`src/core/gprb_defs.vh`:
```
`ifndef GPRB_DEFS_VH
`define GPRB_DEFS_VH

// Global window and register offsets
`define GPRB_GLOBAL_LIMIT 8'h10
`define GPRB_OFS_RESET_PART 4'h0
`define GPRB_OFS_PAGE_SEL 4'h1
`define GPRB_OFS_CONV_FAULT 4'h2
`define GPRB_OFS_LREG_FAULT 4'h3
`define GPRB_OFS_LREG_EN 4'h4
`define GPRB_OFS_CONV_EN 4'h5
// Microcontroller base of the global window
`define GPRB_MCU_BASE 16'hA000
`define GPRB_MCU_BASE_HI 12'hA00
// Field positions
`define GPRB_MASTER_RESET_BIT 7
`define GPRB_PAGE_MSB 1
`define GPRB_CONV_FAULT_MSB 3
`define GPRB_LREG_MSB 6
// Reset values
`define GPRB_PAGE_RST 2'h0
`define GPRB_LREG_EN_RST 7'h00
`define GPRB_CONV_EN_RST 8'h00
// Length of the self-triggered system reset pulse, in cycles
`define GPRB_SYS_RESET_CYCLES 4'h8

`endif

```
`src/core/gprb_arbiter.v`:
```
`timescale 1ns/100ps
// Byte-wise arbiter: serial slave side always wins a collision
module gprb_arbiter (
    input wire i2c_req,
    input wire i2c_we,
    input wire [7:0] i2c_addr,
    input wire [7:0] i2c_wdata,
    input wire mcu_req,
    input wire mcu_we,
    input wire [7:0] mcu_addr,
    input wire [7:0] mcu_wdata,
    output reg grant_i2c,
    output reg grant_mcu,
    output reg acc_valid,
    output reg acc_we,
    output reg [7:0] acc_addr,
    output reg [7:0] acc_wdata
);

    // Strict priority, one byte per grant
    always @*
    begin
        grant_i2c = i2c_req;
        grant_mcu = mcu_req & ~i2c_req;
        acc_valid = i2c_req | mcu_req;
        acc_we = i2c_req ? i2c_we : mcu_we;
        acc_addr = i2c_req ? i2c_addr : mcu_addr;
        acc_wdata = i2c_req ? i2c_wdata : mcu_wdata;
    end

endmodule

```
`src/core/gprb_sync.v`:
```
`timescale 1ns/100ps
// Two-stage synchroniser for a bus of pin levels
module gprb_sync #(
    parameter WIDTH = 8
) (
    input wire clk,
    input wire sys_rst,
    input wire [WIDTH-1:0] din,
    output reg [WIDTH-1:0] dout
);

    reg [WIDTH-1:0] meta_reg;

    // First stage feeds only the second
    always @(posedge clk or posedge sys_rst)
    begin
        if (sys_rst)
        begin
            meta_reg <= {WIDTH{1'b0}};
            dout <= {WIDTH{1'b0}};
        end
        else
        begin
            meta_reg <= din;
            dout <= meta_reg;
        end
    end

endmodule

```
`src/core/gprb_global_regs.v`:
```
`timescale 1ns/100ps
`include "gprb_defs.vh"
module gprb_global_regs #(
    parameter [6:0] PART_CODE = 7'h2C, // Arbitrary value
    parameter [3:0] SYS_RESET_CYCLES = `GPRB_SYS_RESET_CYCLES
) (
    input wire clk,
    input wire sys_rst,
    input wire i2c_req,
    input wire i2c_we,
    input wire [7:0] i2c_offset,
    input wire [7:0] i2c_wdata,
    input wire mcu_req,
    input wire mcu_we,
    input wire [15:0] mcu_addr,
    input wire [7:0] mcu_wdata,
    input wire [3:0] conv_fault_pin,
    input wire [6:0] lreg_fault_pin,
    input wire [7:0] page_rdata,
    output reg i2c_ack,
    output reg [7:0] i2c_rdata,
    output reg mcu_ack,
    output reg [7:0] mcu_rdata,
    output reg page_req,
    output reg page_we,
    output reg [1:0] page_num,
    output reg [7:0] page_offset,
    output reg [7:0] page_wdata,
    output reg [1:0] register_page_select,
    output reg [6:0] linear_regulator_enables,
    output reg [7:0] switching_converter_enables,
    output reg system_reset_req,
    output reg power_off_req
);

    wire grant_i2c;
    wire grant_mcu;
    wire acc_valid;
    wire acc_we;
    wire [7:0] acc_addr;
    wire [7:0] acc_wdata;
    wire [10:0] fault_sync;
    wire mcu_in_window;
    wire i2c_global;
    wire acc_global;
    wire [3:0] acc_ofs;
    reg [7:0] glob_rdata;
    reg [3:0] rst_cnt_reg;
    reg pend_i2c_reg;
    wire [3:0] conv_fault_sync;
    wire [6:0] lreg_fault_sync;
    wire mcu_req_win;
    wire take_i2c_global;
    wire take_i2c_paged;
    wire glob_wr;
    wire wr_reset_part;
    wire wr_page_sel;
    wire wr_lreg_en;
    wire wr_conv_en;
    wire master_reset_wr;
    wire rst_cnt_busy;
    wire [7:0] reset_part_rd;
    wire [7:0] page_sel_rd;
    wire [7:0] conv_fault_rd;
    wire [7:0] lreg_fault_rd;
    wire [7:0] lreg_en_rd;
    wire [7:0] conv_en_rd;

    // Fault pins come from analog blocks, so synchronise them
    gprb_sync #(
        .WIDTH(11)
    ) u_sync (
        .clk(clk),
        .sys_rst(sys_rst),
        .din({lreg_fault_pin, conv_fault_pin}),
        .dout(fault_sync)
    );

    // Split the synchronised levels by register
    assign conv_fault_sync = fault_sync[`GPRB_CONV_FAULT_MSB:0];
    assign lreg_fault_sync = fault_sync[10:4];

    // Microcontroller side only addresses the 0xA00x global window
    assign mcu_in_window = (mcu_addr[15:4] == `GPRB_MCU_BASE_HI);
    assign mcu_req_win = mcu_req & mcu_in_window;
    // Serial offsets below sixteen are global on any page
    assign i2c_global = (i2c_offset < `GPRB_GLOBAL_LIMIT);

    gprb_arbiter u_arb (
        .i2c_req(i2c_req),
        .i2c_we(i2c_we),
        .i2c_addr(i2c_offset),
        .i2c_wdata(i2c_wdata),
        .mcu_req(mcu_req_win),
        .mcu_we(mcu_we),
        .mcu_addr({4'h0, mcu_addr[3:0]}),
        .mcu_wdata(mcu_wdata),
        .grant_i2c(grant_i2c),
        .grant_mcu(grant_mcu),
        .acc_valid(acc_valid),
        .acc_we(acc_we),
        .acc_addr(acc_addr),
        .acc_wdata(acc_wdata)
    );

    assign acc_global = grant_i2c ? i2c_global : 1'b1;
    assign acc_ofs = acc_addr[3:0];

    // Read values of each global register; reserved bits read zero
    assign reset_part_rd = {1'b0, PART_CODE};
    assign page_sel_rd = {6'h00, register_page_select};
    assign conv_fault_rd = {4'h0, conv_fault_sync};
    assign lreg_fault_rd = {1'b0, lreg_fault_sync};
    assign lreg_en_rd = {1'b0, linear_regulator_enables};
    assign conv_en_rd = switching_converter_enables;

    // Read mux over the shared global set
    always @*
    begin
        case (acc_ofs)
            `GPRB_OFS_RESET_PART: glob_rdata = reset_part_rd;
            `GPRB_OFS_PAGE_SEL: glob_rdata = page_sel_rd;
            `GPRB_OFS_CONV_FAULT: glob_rdata = conv_fault_rd;
            `GPRB_OFS_LREG_FAULT: glob_rdata = lreg_fault_rd;
            `GPRB_OFS_LREG_EN: glob_rdata = lreg_en_rd;
            `GPRB_OFS_CONV_EN: glob_rdata = conv_en_rd;
            default: glob_rdata = 8'h00;
        endcase
    end

    // A held paged request is taken once and then waits for its answer
    assign take_i2c_global = grant_i2c & i2c_global;
    assign take_i2c_paged = grant_i2c & ~i2c_global & ~pend_i2c_reg;

    // Write strobes of the writable global registers
    assign glob_wr = acc_valid & acc_global & acc_we;
    assign wr_reset_part = glob_wr & (acc_ofs == `GPRB_OFS_RESET_PART);
    assign wr_page_sel = glob_wr & (acc_ofs == `GPRB_OFS_PAGE_SEL);
    assign wr_lreg_en = glob_wr & (acc_ofs == `GPRB_OFS_LREG_EN);
    assign wr_conv_en = glob_wr & (acc_ofs == `GPRB_OFS_CONV_EN);

    // Page selector, two bits wide
    always @(posedge clk or posedge sys_rst)
    begin
        if (sys_rst)
        begin
            register_page_select <= `GPRB_PAGE_RST;
        end
        else if (wr_page_sel)
        begin
            register_page_select <= acc_wdata[`GPRB_PAGE_MSB:0];
        end
    end

    // Linear regulator enables, reserved top bit dropped
    always @(posedge clk or posedge sys_rst)
    begin
        if (sys_rst)
        begin
            linear_regulator_enables <= `GPRB_LREG_EN_RST;
        end
        else if (wr_lreg_en)
        begin
            linear_regulator_enables <= acc_wdata[`GPRB_LREG_MSB:0];
        end
    end

    // Switching converter enables, full byte
    always @(posedge clk or posedge sys_rst)
    begin
        if (sys_rst)
        begin
            switching_converter_enables <= `GPRB_CONV_EN_RST;
        end
        else if (wr_conv_en)
        begin
            switching_converter_enables <= acc_wdata;
        end
    end

    // Serial answers: global at once, paged one cycle later
    always @(posedge clk or posedge sys_rst)
    begin
        if (sys_rst)
        begin
            i2c_ack <= 1'b0;
            i2c_rdata <= 8'h00;
            pend_i2c_reg <= 1'b0;
        end
        else
        begin
            i2c_ack <= pend_i2c_reg | take_i2c_global;
            pend_i2c_reg <= take_i2c_paged;
            if (take_i2c_global)
            begin
                i2c_rdata <= glob_rdata;
            end
            else if (pend_i2c_reg)
            begin
                i2c_rdata <= page_rdata;
            end
        end
    end

    // Paged access goes to the page chosen by the selector
    always @(posedge clk or posedge sys_rst)
    begin
        if (sys_rst)
        begin
            page_req <= 1'b0;
            page_we <= 1'b0;
            page_num <= 2'h0;
            page_offset <= 8'h00;
            page_wdata <= 8'h00;
        end
        else
        begin
            page_req <= take_i2c_paged;
            if (take_i2c_paged)
            begin
                page_we <= acc_we;
                page_num <= register_page_select;
                page_offset <= acc_addr;
                page_wdata <= acc_wdata;
            end
        end
    end

    // Microcontroller answers only while the serial side is idle
    always @(posedge clk or posedge sys_rst)
    begin
        if (sys_rst)
        begin
            mcu_ack <= 1'b0;
            mcu_rdata <= 8'h00;
        end
        else
        begin
            mcu_ack <= grant_mcu;
            if (grant_mcu)
            begin
                mcu_rdata <= glob_rdata;
            end
        end
    end

    // Master reset: only a written one in bit 7 loads the pulse counter
    assign master_reset_wr = wr_reset_part & acc_wdata[`GPRB_MASTER_RESET_BIT];
    assign rst_cnt_busy = (rst_cnt_reg != 4'h0);

    // Pulse length counter; the system reset clears it too
    always @(posedge clk or posedge sys_rst)
    begin
        if (sys_rst)
        begin
            rst_cnt_reg <= 4'h0;
        end
        else if (rst_cnt_busy)
        begin
            rst_cnt_reg <= rst_cnt_reg - 4'h1;
        end
        else if (master_reset_wr)
        begin
            rst_cnt_reg <= SYS_RESET_CYCLES;
        end
    end

    // Stretched system reset request
    always @(posedge clk or posedge sys_rst)
    begin
        if (sys_rst)
        begin
            system_reset_req <= 1'b0;
        end
        else
        begin
            system_reset_req <= rst_cnt_busy;
        end
    end

    // OFF request stays until the system reset clears it
    always @(posedge clk or posedge sys_rst)
    begin
        if (sys_rst)
        begin
            power_off_req <= 1'b0;
        end
        else if (rst_cnt_busy)
        begin
            power_off_req <= 1'b1;
        end
    end

endmodule

```
`config.mk`:
```
export PLATFORM = sky130hd
export DESIGN_NAME = gprb_global_regs
export DESIGN_NICKNAME = d
export VERILOG_FILES = /design/src/core/gprb_arbiter.v /design/src/core/gprb_sync.v /design/src/core/gprb_global_regs.v
export VERILOG_INCLUDE_DIRS = /design/src /design/src/core
export SDC_FILE = /design/constraint.sdc
export NUM_CORES = 1
export LEC_CHECK = 0
export BUFFER_PORTS_ARGS = -buffer_cell sky130_fd_sc_hd__buf_2
export CAP_MARGIN = 20
export CORE_MARGIN = 2
export CORE_UTILIZATION = 45
export DETAILED_ROUTE_END_ITERATION = 12
export GPL_TIMING_DRIVEN = 1
export PLACE_DENSITY = 0.88
export SYNTH_ARGS = -nofsm -noshare
export SYNTH_HDL_FRONTEND = slang
export SYNTH_SLANG_ARGS = --single-unit
```
`constraint.sdc`:
```
create_clock -name clk -period 2.17 [get_ports clk]
set_input_delay 0 -clock clk [delete_from_list [all_inputs] [get_ports clk]]
set_output_delay 0 -clock clk [all_outputs]
set_load 0.02 [all_outputs]
```
Word-level counts from Yosys, hierarchy flattened. Index checks and enable logic that the tools add are counted.

Equality and inequality tests: 6. Multiplexer cells: 9. Magnitude comparators: 1. $add $sub $neg: 1. Reduce and logical (&&, ||, !) cells: 4. Bitwise gates (word level): 17.

Operators with widths (number): 8-bit one-hot mux with 6 select lines (1); 8-bit two-way mux (4); 1-bit AND (12); 12-bit == test, second input constant (1); 4-bit by 2-bit == test with 1-bit output, second input constant (2); 4-bit by 3-bit == test with 1-bit output, second input constant (2); 8-bit by 5-bit < comparator with 1-bit output, second input constant (1); 4-bit two-way mux (2); 4-bit by 1-bit == test with 1-bit output, second input constant (1); 4-bit zero test (1); 2-bit nonzero test (2); 4-bit nonzero test (1); 4-bit by 1-bit subtractor with 4-bit output, second input constant (1); 1-bit NOT (3); 1-bit two-way mux (2); 1-bit OR (2).

Bits in registers: 83. Input port bits: 65. Logic and storage cells: 55. Output and inout bits: 57.

Depth between registers and ports, before layout.
Word-level depth: 9. Depth in mapped cells: 7. Mapped depth without buffers: 4.

By module. A second synthesis with hierarchy kept.

Cells, all modules: 253. Area total of the unflattened synthesis: 3493.4 sq um.

By module, submodules not included: gprb_global_regs (instances 1, cells an instance 208, seq. area each 1526.5 sq um, area each 2663.8 sq um); gprb_sync (instances 1, cells an instance 23, seq. area each 550.5 sq um, area each 554.3 sq um); gprb_arbiter (instances 1, cells an instance 22, seq. area each 0.0 sq um, area each 275.3 sq um).

Worst setup path before layout. No wires, ideal clock.

Path kind: register -> register. Start: reg page_req (netlist name). End: reg page_offset[2]. Library setup time: 0.125 ns. Data required time: 2.045 ns. Period minus slack after synthesis: 1.548 ns. Arrival: 1.424 ns. Stages on the path, launching flop included: 4. Setup slack: 0.622 ns. Buffers on the path: 1. Path through: dfrtp_1 -> nor3b_1 -> buf_2 -> mux2_2.

RTL lines: end signal: assignment (RTL line gprb_global_regs.v:223) `page_offset <= acc_addr;`; end: declaration (RTL line gprb_global_regs.v:27) `output reg [7:0] page_offset,`.

Worst setup path after layout.
Start: in i2c_offset[6]. End: reg linear_regulator_enables[3].

Longest elaborated chain between the ends: 5.

Ends and longest elaborated chain: start: declaration (RTL line gprb_global_regs.v:11) `input wire [7:0] i2c_offset,`; 8-bit by 5-bit < comparator with 1-bit output (no source line); 1-bit two-way mux (RTL line gprb_global_regs.v:106) `assign acc_global = grant_i2c ? i2c_global : 1'b1;`; 1-bit AND (2 in series) (RTL line gprb_global_regs.v:136) `assign glob_wr = acc_valid & acc_global & acc_we;`; 1-bit AND (RTL line gprb_global_regs.v:139) `` assign wr_lreg_en = glob_wr & (acc_ofs == `GPRB_OFS_LREG_EN); ``; end signal: assignment (RTL line gprb_global_regs.v:160) `` linear_regulator_enables <= `GPRB_LREG_EN_RST; ``; end signal: assignment (RTL line gprb_global_regs.v:164) `` linear_regulator_enables <= acc_wdata[`GPRB_LREG_MSB:0]; ``; end: declaration (RTL line gprb_global_regs.v:30) `output reg [6:0] linear_regulator_enables,`.

No other way between the ends. A chain may end at the register's enable or synchronous reset.

==> out/results.tsv <==
stage	metric	value	unit
outcome	outcome	complete, no violations	
die	dieArea	8570	µm²
setup_path	cp_slowest_cell	dlygate4sd3_1	
detailed_routing	drt-vias-per-instance	5.17	
detailed_routing	highest-signal-layer	met4	
logic_synthesis	ys_ff_latch	83	
hold_path	holdCritPathClass	in -> reg	
timing	relSlewSlack	57.1	%
setup_path	crit_fanout	7	
clock_network	cts_resized	0	
die	start_util	46.1	%
logic_synthesis	netlist_area	3530	µm²
logic_synthesis	synth.distinct_cells	46	
timing	clock_skew	0.00716	ns
setup_path	critical_path_class	in -> reg	
die	rows	32	
cells_and_area	drive_gt1_share	50.0	%
die	core	7650	µm²
clock_network	cts_tree	built	
timing	period_share	93.4	%
grt	grt_pass1_vias	2782	
grt	antenna_found_initial	0	
timing	setup_tns	0	ns
timing	hold_viol	0	
grt	overflow	0	
setup_path	critical_path_buf_inv_count	2	
logic_synthesis	synth_compound_area_share	10.2	%
detailed_routing	antenna_left	0	
clock_network	clock-root-buffer	clkbuf_8	
placed_design	dp.cells	475	
logic_synthesis	yosysWarnings	0	
logic_synthesis	avgSynthCellArea	13.7	µm²
clock_network	h-tree-depth	3	
setup_path	critPathRequiredTime	2.41	ns
detailed_routing	drcViolationCount	0	
cells_and_area	multi_input_area	1370	µm²
cells_and_area	seqCellArea	2080	µm²
detailed_routing	dr_total_vias	2698	
detailed_routing	drtIter0Drc	156	
timing	maxSlewViolCount	0	
detailed_routing	wl_met3	466	µm
logic_synthesis	synthesis.nets	322	
setup_path	cp_cell_sequence	dlygate4sd3_1 > buf_2 > nor4_1 > and2_1 > o2111a_1 > mux2_4	
grt	grt_pass1_wl	13.9	mm
detailed_routing	wl_met1	3.75	mm
setup_path	crit_family	simple AND/OR/NAND/NOR gates	
placed_design	dp_hpwl	6.19	mm
die	ios	122	
logic_synthesis	yosysSeqAreaShare	58.9	%
power	powerDensity	733	nW/µm²
logic_synthesis	yosys.area_share.simple	9.11	%
cells_and_area	syn2layout_area_growth	35.1	%
logic_synthesis	synth_top_family_by_area	multiplexers	
cells_and_area	stdcell_count	522	
timing	rsz0062_at_grt	false	
detailed_routing	wl_per_cell	16.7	µm
setup_path	cp.arrival	2.27	ns
logic_synthesis	synth_mux_area_share	19.2	%
timing	fin_crit	2.03	ns
clock_network	clock_latency	0.36	ns
grt	grt_max_degree	49	
logic_synthesis	synth-edff-count	0	
logic_synthesis	netlist_instances	257	
setup_path	slowest_delay	0.55	ns
power	leakage	2.33	nW
cells_and_area	nets	480	
placed_design	gp_congestion	0.872	
power	ir_drop	0.383	mV
cells_and_area	diodes	0	
grt	track_usage	21.4	%
clock_network	clk_pin_slew_worst_paths	0.09	ns
detailed_routing	drt_first_pass_iters	4	
detailed_routing	met2_length	4.37	mm
timing	setup_violations	0	
placed_design	numPortBuffers	121	
logic_synthesis	synthXorXnorAreaFrac	0	%
logic_synthesis	synth_ff_type	dfrtp_1	
flow_run	max-cap-violations	0	
timing	worst_pin_slew	0.643	ns
cells_and_area	fillers	607	
clock_network	cts-buffers-inserted	9	
clock_network	cts_sinks	83	
clock_network	clockBufferDepth	2	
setup_path	endpoint_kind	register	
logic_synthesis	async_flop_share	100	%
power	fin_total_pwr	0.00349	W
die	fp.dieH	92.6	µm
die	die-width	92.6	µm
setup_path	cp-start-kind	input port	
timing	max_freq	494	MHz
logic_synthesis	synth_fa_ha_area_share	0	%
detailed_routing	totalWireLength	8.71	mm
## per-layer routing
metal,GRT usage (%),vias to the layer above
met5,0,-
met4,7.84,0
li1,-,1266
met1,27.6,1326
met2,35.9,94
met3,4.23,12
## cells in the final DEF (no fill, tap or decap), types with 2 or more instances in the layout
| cell type | count |
|---|---|
| nand3b_1 | 2 |
| a21oi_1 | 7 |
| nor4b_1 | 2 |
| nand2_1 | 5 |
| dfrtp_1 | 83 |
| a211oi_1 | 7 |
| o21ai_0 | 5 |
| nor2_1 | 10 |
| a21boi_0 | 2 |
| nand2b_1 | 2 |
| mux2_2 | 48 |
| a32oi_1 | 6 |
| o32ai_1 | 3 |
| nor2b_1 | 13 |
| buf_4 | 6 |
| buf_2 | 121 |
| nor4bb_1 | 2 |
| or2_2 | 3 |
| dlygate4sd3_1 | 31 |
| mux2_4 | 7 |
| clkbuf_8 | 9 |
| clkinv_2 | 3 |
| inv_1 | 3 |
| nor4_1 | 3 |
| a31oi_1 | 8 |
## cell usage after synthesis, types with 3 or more instances
library cell / instances / area (µm²)
dfrtp_1: 83 / 2080
mux2_2: 48 / 541
nor2b_1: 13 / 81.3
nor2_1: 10 / 37.5
a31oi_1: 8 / 50.1
a211oi_1: 7 / 52.6
a21oi_1: 7 / 35.0
mux2_4: 7 / 105
a32oi_1: 6 / 52.6
buf_2: 6 / 30.0
nand2_1: 5 / 18.8
o21ai_0: 5 / 25.0
inv_1: 4 / 15.0
nor4_1: 3 / 18.8
o32ai_1: 3 / 26.3
or2_2: 3 / 18.8
## per-stage QoR
stage	area (µm²)	utilization, %	setup WS [ns]	hold slack [ns]
2_1_floorplan	3530	-	0.0332	0.0314
3_3_place_gp	4260	55.7	0.285	0.0942
3_5_place_dp	4260	55.7	0.195	0.109
4_1_cts	4770	62.4	0.156	0.0129
5_1_grt	4770	62.4	0.0404	0.0427
6_report	4770	62.4	0.144	0.0147
## report_power, final
| part | internal [W] | switching (W) |
|---|---|---|
| sequential | 0.00166 | 0.0000597 |
| combinational | 0.000290 | 0.000352 |
| clock | 0.000541 | 0.000588 |
## layout make-up
type,instances,share of cell area [%]
repair buffers,159,20.6
clock buffers,9,2.60
flip-flops and latches,83,43.6
inverters,4,0.341
clock inverters,7,1.60
well taps,102,2.68
multi-input cells,158,28.7
## tightest hold or removal path, stage by stage
cell    delay [ns]
buf_2         0.07
mux2_2        0.15
mux2_4        0.13
## repair_timing
item,CTS,global route
setup buffers,0,0
hold buffers,31,0
hold endpoints to repair,65,0
## logic make-up after synthesis
group,Yosys count
AO/OA/AOI/OAI,48
buffers and inverters,16
flip-flops,83
multiplexers,57
AND/OR/NAND/NOR,53
## path summary, 6_finish.rpt
path / start / endpoint / slack, ns / cells after the start
worst max-delay path: i2c_offset[6] / linear_regulator_enables[3] / 0.14 / 6
worst min-delay path: mcu_wdata[4] / linear_regulator_enables[4] / 0.01 / 3
worst max register to register: page_req / page_num[0] / 0.71 / 3
worst min register to register: u_sync.meta_reg[0] / u_sync.dout[0] / 0.35 / 0
max in group asynchronous: sys_rst / linear_regulator_enables[3] / 1.27 / 4
min in group asynchronous: sys_rst / mcu_ack / 0.25 / 3
Note: power is estimated with default switching activity, not from simulation.
